`src/logic/gdcfg_defs.svh`:
```
// Register offsets, field positions and reset values for the gate drive config bank
`ifndef GDCFG_DEFS_SVH
`define GDCFG_DEFS_SVH
`define GDCFG_ADDR_SHUTDOWN    8'h21
`define GDCFG_ADDR_PREDIS      8'h22
`define GDCFG_ADDR_PWMOPT      8'h23
`define GDCFG_RST_SHUTDOWN     16'h0700
`define GDCFG_RST_PREDIS       16'h0000
`define GDCFG_RST_PWMOPT       16'h0000
`define GDCFG_MASK_SHUTDOWN    16'h0f3f
`define GDCFG_MASK_PREDIS      16'h3f3f
`define GDCFG_MASK_PWMOPT      16'hf33f
`define GDCFG_SDT_MSB          11
`define GDCFG_SDT_LSB          8
`define GDCFG_SDI_MSB          5
`define GDCFG_HPD_MSB          13
`define GDCFG_HPD_LSB          8
`define GDCFG_LPD_MSB          5
`define GDCFG_RECT_BIT         15
`define GDCFG_DIR_BIT          14
`define GDCFG_OCFG_MSB         13
`define GDCFG_OCFG_LSB         12
`define GDCFG_SRCCFG_BIT       9
`define GDCFG_HOLD_BIT         8
`define GDCFG_DHA_BIT          5
`define GDCFG_DHB_BIT          4
`define GDCFG_DHC_BIT          3
`define GDCFG_DLA_BIT          2
`define GDCFG_DLB_BIT          1
`define GDCFG_DLC_BIT          0
`define GDCFG_PWM_SPI_MODE     3'h5
`define GDCFG_RATIO_TOP_CODE   6'h23
`define GDCFG_SAME_LOW_CODE    6'h24
`define GDCFG_SAME_TOP_CODE    6'h2c
`endif

```
`src/logic/gdcfg_pkg.sv`:
```
// Types shared by the gate drive configuration bank
`default_nettype none
package gdcfg_pkg;
    typedef enum logic [1:0] {
        GDCFG_OUT_FOLLOW,
        GDCFG_OUT_ALL_LOW,
        GDCFG_OUT_ALL_HIGH,
        GDCFG_OUT_COAST
    } gdcfg_ocfg_e;
    typedef enum logic [1:0] {
        GDCFG_SRC_RATIO,
        GDCFG_SRC_SAME_CODE,
        GDCFG_SRC_DIRECT
    } gdcfg_src_e;
endpackage : gdcfg_pkg
`default_nettype wire

```
`src/logic/gdcfg_regs.sv`:
```
// Gate drive configuration registers and the gate control they steer
`include "gdcfg_defs.svh"
`default_nettype none

module gdcfg_regs
    import gdcfg_pkg::*;
(
    // Clock and reset
    input  wire logic        i_ref_clk,
    input  wire logic        i_rst,
    // Register port from the serial interface
    input  wire logic        i_wr_en,
    input  wire logic        i_rd_en,
    input  wire logic [7:0]  i_addr,
    input  wire logic [15:0] i_wdata,
    output logic      [15:0] o_rdata,
    output logic             o_rd_hit,
    // Neighbouring control state
    input  wire logic        i_driver_enable_bit,
    input  wire logic [2:0]  i_pwm_mode,
    input  wire logic        i_phase_c_high_input,
    input  wire logic        i_single_input_mode,
    input  wire logic [5:0]  i_peak_sink_current,
    input  wire logic [5:0]  i_direct_source_current,
    input  wire logic [1:0]  i_source_sink_ratio,
    // Configuration out to the analog drivers
    output logic      [3:0]  o_shutdown_discharge_time,
    output logic      [5:0]  o_shutdown_sink_current,
    output logic      [5:0]  o_high_side_predischarge_current,
    output logic      [5:0]  o_low_side_predischarge_current,
    output logic             o_async_rectification,
    output logic             o_direction,
    output gdcfg_ocfg_e      o_single_input_output_config,
    output gdcfg_src_e       o_source_select,
    output logic      [5:0]  o_peak_source_current_code,
    output logic      [1:0]  o_ratio_used,
    output logic             o_hold_current_select,
    output logic             o_hold_change_violation,
    // Direct gate drive, high and low sides ordered A, B, C as bits 2..0
    output logic             o_direct_drive_active,
    output logic      [2:0]  o_direct_high,
    output logic      [2:0]  o_direct_low
);

    logic [15:0] shutdown_discharge_ctrl;
    logic [15:0] predischarge_current_ctrl;
    logic [15:0] pwm_option_direct_drive_ctrl;
    logic [15:0] next_shutdown;
    logic [15:0] next_predis;
    logic [15:0] next_pwmopt;
    logic [15:0] next_rdata;
    logic        next_rd_hit;
    logic        next_violation;
    logic        direct_mode;
    logic        sync_pin_a;
    logic        sync_pin_b;

    // Merge a write into a register, keeping reserved bits at zero
    function automatic logic [15:0] gdcfg_merge(input logic [15:0] wdata,
                                                input logic [15:0] mask);
        gdcfg_merge = wdata & mask;
    endfunction : gdcfg_merge

    // Register writes; reserved bits never store
    always_comb begin
        next_shutdown = shutdown_discharge_ctrl;
        next_predis   = predischarge_current_ctrl;
        next_pwmopt   = pwm_option_direct_drive_ctrl;
        next_violation = 1'b0;
        if (i_wr_en) begin
            unique case (i_addr)
                `GDCFG_ADDR_SHUTDOWN: begin
                    next_shutdown = gdcfg_merge(i_wdata, `GDCFG_MASK_SHUTDOWN);
                end
                `GDCFG_ADDR_PREDIS: begin
                    next_predis = gdcfg_merge(i_wdata, `GDCFG_MASK_PREDIS);
                end
                `GDCFG_ADDR_PWMOPT: begin
                    next_pwmopt = gdcfg_merge(i_wdata, `GDCFG_MASK_PWMOPT);
                    // Flag a hold select change made while driving; it still stores
                    next_violation = i_driver_enable_bit &&
                        (i_wdata[`GDCFG_HOLD_BIT] !=
                         pwm_option_direct_drive_ctrl[`GDCFG_HOLD_BIT]);
                end
                default: begin
                end
            endcase
        end
    end

    // Register storage with documented reset values
    always_ff @(posedge i_ref_clk) begin
        if (i_rst) begin
            shutdown_discharge_ctrl      <= `GDCFG_RST_SHUTDOWN;
            predischarge_current_ctrl    <= `GDCFG_RST_PREDIS;
            pwm_option_direct_drive_ctrl <= `GDCFG_RST_PWMOPT;
            o_hold_change_violation      <= 1'b0;
        end else begin
            shutdown_discharge_ctrl      <= next_shutdown;
            predischarge_current_ctrl    <= next_predis;
            pwm_option_direct_drive_ctrl <= next_pwmopt;
            o_hold_change_violation      <= next_violation;
        end
    end

    // Read mux; unmapped addresses read zero and report no hit
    always_comb begin
        next_rdata  = 16'h0000;
        next_rd_hit = 1'b0;
        if (i_rd_en) begin
            unique case (i_addr)
                `GDCFG_ADDR_SHUTDOWN: begin
                    next_rdata  = shutdown_discharge_ctrl;
                    next_rd_hit = 1'b1;
                end
                `GDCFG_ADDR_PREDIS: begin
                    next_rdata  = predischarge_current_ctrl;
                    next_rd_hit = 1'b1;
                end
                `GDCFG_ADDR_PWMOPT: begin
                    next_rdata  = pwm_option_direct_drive_ctrl;
                    next_rd_hit = 1'b1;
                end
                default: begin
                end
            endcase
        end
    end

    // Read data registered one cycle after the strobe
    always_ff @(posedge i_ref_clk) begin
        if (i_rst) begin
            o_rdata  <= 16'h0000;
            o_rd_hit <= 1'b0;
        end else begin
            o_rdata  <= next_rdata;
            o_rd_hit <= next_rd_hit;
        end
    end

    // Phase-C pin is asynchronous to this clock, so two flops first
    always_ff @(posedge i_ref_clk) begin
        if (i_rst) begin
            sync_pin_a <= 1'b0;
            sync_pin_b <= 1'b0;
        end else begin
            sync_pin_a <= i_phase_c_high_input;
            sync_pin_b <= sync_pin_a;
        end
    end

    // Field outputs straight from the stored registers
    assign o_shutdown_discharge_time =
        shutdown_discharge_ctrl[`GDCFG_SDT_MSB:`GDCFG_SDT_LSB];
    assign o_shutdown_sink_current =
        shutdown_discharge_ctrl[`GDCFG_SDI_MSB:0];
    assign o_high_side_predischarge_current =
        predischarge_current_ctrl[`GDCFG_HPD_MSB:`GDCFG_HPD_LSB];
    assign o_low_side_predischarge_current =
        predischarge_current_ctrl[`GDCFG_LPD_MSB:0];
    assign o_hold_current_select =
        pwm_option_direct_drive_ctrl[`GDCFG_HOLD_BIT];

    // Single-input options apply only in that mode; outside it they read neutral
    assign o_async_rectification = i_single_input_mode &&
        pwm_option_direct_drive_ctrl[`GDCFG_RECT_BIT];
    assign o_direction = i_single_input_mode &&
        (pwm_option_direct_drive_ctrl[`GDCFG_DIR_BIT] || sync_pin_b);
    assign o_single_input_output_config = i_single_input_mode ?
        gdcfg_ocfg_e'(pwm_option_direct_drive_ctrl[`GDCFG_OCFG_MSB:`GDCFG_OCFG_LSB]) :
        GDCFG_OUT_FOLLOW;

    // Source current selection; codes past the top legal code fall back to ratio
    always_comb begin
        o_source_select            = GDCFG_SRC_RATIO;
        o_peak_source_current_code = i_peak_sink_current;
        o_ratio_used               = i_source_sink_ratio;
        if (pwm_option_direct_drive_ctrl[`GDCFG_SRCCFG_BIT]) begin
            o_source_select            = GDCFG_SRC_DIRECT;
            o_peak_source_current_code = i_direct_source_current;
            o_ratio_used               = 2'h0;
        end else if (i_peak_sink_current > `GDCFG_RATIO_TOP_CODE &&
                     i_peak_sink_current <= `GDCFG_SAME_TOP_CODE) begin
            o_source_select = GDCFG_SRC_SAME_CODE;
            o_ratio_used    = 2'h0;
        end else begin
            o_source_select = GDCFG_SRC_RATIO;
        end
    end

    // Direct gate drive only in SPI drive mode with the driver on; else all low
    assign direct_mode = i_driver_enable_bit && (i_pwm_mode == `GDCFG_PWM_SPI_MODE);
    assign o_direct_drive_active = direct_mode;
    assign o_direct_high = direct_mode ? {
        pwm_option_direct_drive_ctrl[`GDCFG_DHA_BIT],
        pwm_option_direct_drive_ctrl[`GDCFG_DHB_BIT],
        pwm_option_direct_drive_ctrl[`GDCFG_DHC_BIT]} : 3'h0;
    assign o_direct_low = direct_mode ? {
        pwm_option_direct_drive_ctrl[`GDCFG_DLA_BIT],
        pwm_option_direct_drive_ctrl[`GDCFG_DLB_BIT],
        pwm_option_direct_drive_ctrl[`GDCFG_DLC_BIT]} : 3'h0;

    // Shutdown register resets to timing code 0111b and current zero
    property p_shutdown_reset;
        @(posedge i_ref_clk) disable iff (i_rst)
        $past(i_rst) |-> ({4'h0, o_shutdown_discharge_time, 2'h0, o_shutdown_sink_current} ==
            `GDCFG_RST_SHUTDOWN);
    endproperty
    a_shutdown_reset: assert property (p_shutdown_reset)
        else $error("shutdown reset wrong");

    // A shutdown write shows its current code one cycle later
    property p_sink_write;
        @(posedge i_ref_clk) disable iff (i_rst)
        (i_wr_en && i_addr == `GDCFG_ADDR_SHUTDOWN) |=> (o_shutdown_sink_current ==
            $past(i_wdata[`GDCFG_SDI_MSB:0]));
    endproperty
    a_sink_write: assert property (p_sink_write)
        else $error("sink current not stored");

    // Both predischarge fields land one cycle after their write
    property p_predis_write;
        @(posedge i_ref_clk) disable iff (i_rst)
        (i_wr_en && i_addr == `GDCFG_ADDR_PREDIS) |=>
            (o_high_side_predischarge_current ==
                 $past(i_wdata[`GDCFG_HPD_MSB:`GDCFG_HPD_LSB]) &&
             o_low_side_predischarge_current == $past(i_wdata[`GDCFG_LPD_MSB:0]));
    endproperty
    a_predis_write: assert property (p_predis_write)
        else $error("predischarge not stored");

    // Asynchronous rectification exactly when bit 15 is set in single-input mode
    property p_rect;
        @(posedge i_ref_clk) disable iff (i_rst)
        o_async_rectification ==
            (i_single_input_mode && pwm_option_direct_drive_ctrl[`GDCFG_RECT_BIT]);
    endproperty
    a_rect: assert property (p_rect)
        else $error("rectification wrong");

    // Pin reaches the direction two flops late; edges touched by reset are skipped
    property p_dir;
        @(posedge i_ref_clk) disable iff (i_rst)
        (i_single_input_mode && $past(i_phase_c_high_input, 2) &&
         !$past(i_rst) && !$past(i_rst, 2)) |-> o_direction;
    endproperty
    a_dir: assert property (p_dir)
        else $error("direction missed pin");

    // Outside single-input mode the output config reads neutral
    property p_ocfg;
        @(posedge i_ref_clk) disable iff (i_rst)
        !i_single_input_mode |-> (o_single_input_output_config == GDCFG_OUT_FOLLOW);
    endproperty
    a_ocfg: assert property (p_ocfg)
        else $error("output config not neutral");

    // Low sink codes derive the source current from the ratio
    property p_ratio;
        @(posedge i_ref_clk) disable iff (i_rst)
        (!pwm_option_direct_drive_ctrl[`GDCFG_SRCCFG_BIT] &&
         i_peak_sink_current <= `GDCFG_RATIO_TOP_CODE) |->
            (o_source_select == GDCFG_SRC_RATIO && o_ratio_used == i_source_sink_ratio);
    endproperty
    a_ratio: assert property (p_ratio)
        else $error("ratio source wrong");

    // High sink codes reuse the sink code as source code
    property p_same_code;
        @(posedge i_ref_clk) disable iff (i_rst)
        (!pwm_option_direct_drive_ctrl[`GDCFG_SRCCFG_BIT] &&
         i_peak_sink_current >= `GDCFG_SAME_LOW_CODE &&
         i_peak_sink_current <= `GDCFG_SAME_TOP_CODE) |->
            (o_source_select == GDCFG_SRC_SAME_CODE &&
             o_peak_source_current_code == i_peak_sink_current);
    endproperty
    a_same_code: assert property (p_same_code)
        else $error("same-code source wrong");

    // Config bit 9 hands the source current to the direct fields
    property p_direct_src;
        @(posedge i_ref_clk) disable iff (i_rst)
        pwm_option_direct_drive_ctrl[`GDCFG_SRCCFG_BIT] |->
            (o_source_select == GDCFG_SRC_DIRECT &&
             o_peak_source_current_code == i_direct_source_current);
    endproperty
    a_direct_src: assert property (p_direct_src)
        else $error("direct source wrong");

    // Direct drive bits reach the gates the cycle after their write
    property p_spi_drive;
        @(posedge i_ref_clk) disable iff (i_rst)
        (i_wr_en && i_addr == `GDCFG_ADDR_PWMOPT) ##1 (i_driver_enable_bit &&
            i_pwm_mode == `GDCFG_PWM_SPI_MODE) |->
            (o_direct_high == $past(i_wdata[`GDCFG_DHA_BIT:`GDCFG_DHC_BIT]) &&
             o_direct_low == $past(i_wdata[`GDCFG_DLA_BIT:`GDCFG_DLC_BIT]));
    endproperty
    a_spi_drive: assert property (p_spi_drive)
        else $error("direct drive wrong");

    // Every reserved bit of the option register reads back zero
    property p_reserved;
        @(posedge i_ref_clk) disable iff (i_rst)
        (i_rd_en && i_addr == `GDCFG_ADDR_PWMOPT) |=>
            ((o_rdata & ~`GDCFG_MASK_PWMOPT) == 16'h0000);
    endproperty
    a_reserved: assert property (p_reserved)
        else $error("reserved bits nonzero");

endmodule : gdcfg_regs
`default_nettype wire

```
`config.mk`:
```
export PLATFORM = sky130hd
export DESIGN_NAME = gdcfg_regs
export DESIGN_NICKNAME = d
export VERILOG_FILES = /design/src/logic/gdcfg_pkg.sv /design/src/logic/gdcfg_regs.sv
export VERILOG_INCLUDE_DIRS = /design/src /design/src/logic
export SDC_FILE = /design/constraint.sdc
export NUM_CORES = 1
export LEC_CHECK = 0
export ABC_AREA = 0
export BUFFER_PORTS_ARGS = -buffer_cell sky130_fd_sc_hd__buf_4
export CAP_MARGIN = 0
export CORE_MARGIN = 8
export CORE_UTILIZATION = 30
export CTS_CLUSTER_SIZE = 25
export DETAILED_ROUTE_END_ITERATION = 16
export HOLD_SLACK_MARGIN = 0.03
export PLACE_DENSITY_LB_ADDON = 0.25
export SYNTH_ARGS = -nofsm -noshare
export SYNTH_HDL_FRONTEND = slang
export SYNTH_SLANG_ARGS = --single-unit
```
`constraint.sdc`:
```
create_clock -name i_ref_clk -period 3.47 [get_ports i_ref_clk]
set_clock_uncertainty 0.15 [all_clocks]
set_input_delay 0.694 -clock i_ref_clk [delete_from_list [all_inputs] [get_ports i_ref_clk]]
set_output_delay 0.694 -clock i_ref_clk [all_outputs]
set_load 0.01 [all_outputs]
```
### After elaboration in Yosys (flattened, before gate mapping)

Index checks and enable logic that the tools add are counted.

* register bits after elaboration: 54
* input bits: 48
* word-level logic and storage cells: 40

* $lt $le $gt $ge: 2
* eq/ne operators: 5
* multiplexer cells: 10
* bitwise operators: 3
* reductions and logical operators: 12

Operators with widths (number)
* 16-bit one-hot mux with 3 select lines: 1
* 8-bit by 6-bit == test with 1-bit output, second input constant: 3
* 2-bit two-way mux: 4
* 6-bit > comparator, second input constant: 1
* 6-bit <= comparator, second input constant: 1
* 3-bit two-way mux: 2
* 6-bit two-way mux: 1
* 2-bit AND reduction: 3
* 3-bit OR reduction: 2
* 1-bit logical AND: 5
* 3-bit == test, second input constant: 1
* 1-bit inverter: 3
* 1-bit two-way mux: 2
* 2-bit OR reduction: 1
* 1-bit logical OR: 1
* 1-bit != test: 1

### Longest topological paths before layout

* word-level depth: 4
* mapped depth: 6

### Worst setup path after synthesis

Ideal clock, no wire load.

* kind: input to output
* start: in i_peak_sink_current[1]
* end: out o_source_select[0]
* arrival time: 1.423 ns
* path slack: 1.203 ns
* stages: 3
* cells stage by stage: o211ai_1 -> nand2_1 -> nor4b_1

* word-level cells in the longest chain between the ends: 4
* elaborated cells between the ends (all ways): 5

Ends and longest elaborated chain
* from (decl): line gdcfg_regs.sv:23 `input wire logic [5:0] i_peak_sink_current,`
* 6-bit > comparator (no source line) / 6-bit <= comparator (equally long branches)
* 1-bit logical AND (no source line) *
* 1-bit two-way mux *: line gdcfg_regs.sv:182 `` end else if (i_peak_sink_current > `GDCFG_RATIO_TOP_CODE && ``
* 2-bit two-way mux *: line gdcfg_regs.sv:178 `` if (pwm_option_direct_drive_ctrl[`GDCFG_SRCCFG_BIT]) begin ``
* to (decl): line gdcfg_regs.sv:34 `output gdcfg_src_e o_source_select,`

Mark *: on every way between the ends. The rest lies on a longest branch, timed or not.

### Worst setup path after layout

* start: in i_peak_sink_current[3]
* end: out o_ratio_used[1]

* word-level cells in the longest chain between the ends: 4
* elaborated cells between the ends (all ways): 5

Ends and longest elaborated chain
* 6-bit > comparator (no source line) / 6-bit <= comparator (equally long branches)
* 1-bit logical AND (no source line) *
* 2-bit two-way mux *: line gdcfg_regs.sv:182
* 2-bit two-way mux *: line gdcfg_regs.sv:178
* to (decl): line gdcfg_regs.sv:36 `output logic [1:0] o_ratio_used,`

Marked as above.

==> results.ini <==
[worst_setup_path]
crit_type = primary input to primary output
cp_max_fo = 3
worstSetupEndpointType = primary output
worst_ep_arrival_time_ns = 1.64
start_kind = primary input
worst_r2r_path_depth = 3
critPathRequiredTime_ns = 2.63

[final_layout]
area_delta_synth_final_pct = 39.3
regArea_mm2 = 0.00104
layout_common_cells = buf_4, dfxtp_1, nand2b_1
nNetsFinal = 390
fin_cells = 448
n_antenna_cell = 0
multi_input_area_mm2 = 0.00128
final_common_cell = buf_4
drive_above_1_share = 0.411
nFillCells = 814

[clock_tree]
clockBufferDepth = 2
cts_sinks = 52
root_buffer = clkbuf_8
cts_tree = built
htreeDepth = 2
cts_hold_buf = 0
clkTransAtPathRegs_ns = 0.10
cts_setup_buffers = 0
cts_resized = 0
cts_buffers = 5
clkLatencyLatePin_ns = 0.30

[sta]
fin_crit_sh = 0.717
rsz0062_at_grt = false
fmax_mhz = 402
period_minus_slack_ns = 2.49
worstMarginPinSlew_ns = 0.604
slew_violations = 0
setup_violations = 0
hold_viol_final = 0
fin_tns_setup_ns = 0
slew_headroom = 0.595
whs_ns = 0.303

[detailed_routing]
drtIter0Drc = 55
drt_wl_total_um = 7420
wl_per_cell_um = 16.6
drt_first_pass_iters = 4
route.detailed.drc = 0
num_vias = 2153
ant_nets = 0
viasPerCell = 4.81

[global_routing]
grt_pass1_wl_um = 12000
grt_pass1_vias = 2278
antenna_found_initial = 0
grt_max_degree = 50
grt_overflow = 0
grtUsageTotal = 0.129

[logic_synthesis]
synth_cells = 248
synth_area_leaders = dfxtp_1, mux2i_1, nand2b_1, mux2_2, o31ai_1
postSynthAreaPerCell_um2 = 9.83
synth_edf_count = 0
synth_cell_types = 40
syn_area_mm2 = 0.00244
ys.flop_type = dfxtp_1
synth-async-reset-ratio = 0
synth_top_area_frac = 0.427
yosys_warnings = 0
ys_seq_elements = 52
yosysTopAreaCell = dfxtp_1
yosysSeqAreaShare = 0.427

[placed_design]
placed_cells = 440
port-buffer-count = 105
dp_hpwl_um = 5480
gp_congestion = 0.733

[outcome]
status = completed

[die]
ios = 110
die_h_um = 106
core_area_mm2 = 0.00805
start_util = 0.303
die_area_mm2 = 0.0113
rows = 33
die_x_um = 106

[job]
cap_violations = 0

[pwr]
p_total_mw = 1.16
power_density_mw_per_mm2 = 342
p_leak_nw = 1.47
peakVddDrop_v = 0.000159

[min_path]
holdPathStages = 1
hp-class = register to register

synth_stat cells, types with 2 or more instances:
cell type	count
buf_4	4
a21oi_1	11
and3_1	3
and4_1	2
nor2b_1	4
and2_1	11
dfxtp_1	52
mux2_2	15
nand2_1	3
nor2_1	19
a22oi_1	10
nand4_1	11
and4b_1	2
nand2b_1	28
mux2i_1	23
buf_2	7
o31ai_1	11
clkbuf_1	10
logic make-up after synthesis:
logic type,after synthesis,share of synthesized area
simple gates,96,0.256
flops,52,0.427
mux,38,0.164
compound gates,36,0.0990
buf+inv,24,0.0498
xor+xnor,1,0.00359
other cells,1,0.00154
area by class of cell:
cell class	instances	share of cell area
clock buffer	6	0.0243
timing repair buffer	109	0.241
sequential	52	0.307
inverter	1	0.00111
tap	105	0.0387
multi-input combinational	173	0.377
clock inverter	2	0.0114
final timing paths:
kind	from	to	slack, ns
worst max-delay path	i_peak_sink_current[3]	o_ratio_used[1]	0.98
worst min-delay path	sync_pin_a	sync_pin_b	0.30
worst max register to register	pwm_option_direct_drive_ctrl[9]	o_rdata[9]	2.23
worst min register to register	sync_pin_a	sync_pin_b	0.30
through the flow:
step / utilization / area [µm²] / setup slack (ns)
2_1_floorplan: - / 2440 / 1.20
3_3_place_gp: 0.407 / 3270 / 1.00
3_5_place_dp: 0.407 / 3270 / 0.989
4_1_cts: 0.422 / 3400 / 0.988
5_1_grt: 0.422 / 3400 / 0.898
6_report: 0.422 / 3400 / 0.982
registers in the layout (all words and copies together) (netlist names):
name                          cells
o_hold_change_violation           1
o_rd_hit                          1
o_rdata                          14
predischarge_current_ctrl        12
pwm_option_direct_drive_ctrl     12
shutdown_discharge_ctrl          10
sync_pin_a                        1
sync_pin_b                        1
worst max-delay path, cell delays in order:
cell and delay [ns]:
buf_4 0.12, or2_2 0.30, a41oi_1 0.26, and2_1 0.16
buf_4 0.11
where the power goes:
| part | internal (mW) | switching [mW] | leakage, nW | total (mW) |
|---|---|---|---|---|
| clock | 0.236 | 0.203 | 0.0614 | 0.440 |
| combinational | 0.0639 | 0.0610 | 0.994 | 0.125 |
| sequential | 0.598 | 0.000674 | 0.419 | 0.599 |
| total | 0.898 | 0.265 | 1.47 | 1.16 |
layer usage:
layer | global-route usage | part of all wire | vias up
met5 | 0 | 0 | -
met2 | 0.212 | 0.46 | 77
met3 | 0.0478 | 0.078 | 6
met4 | 0.0271 | 0.0098 | 0
li1 | - | - | 1063
met1 | 0.157 | 0.45 | 1007
Note: power is estimated with default switching activity, not from simulation.
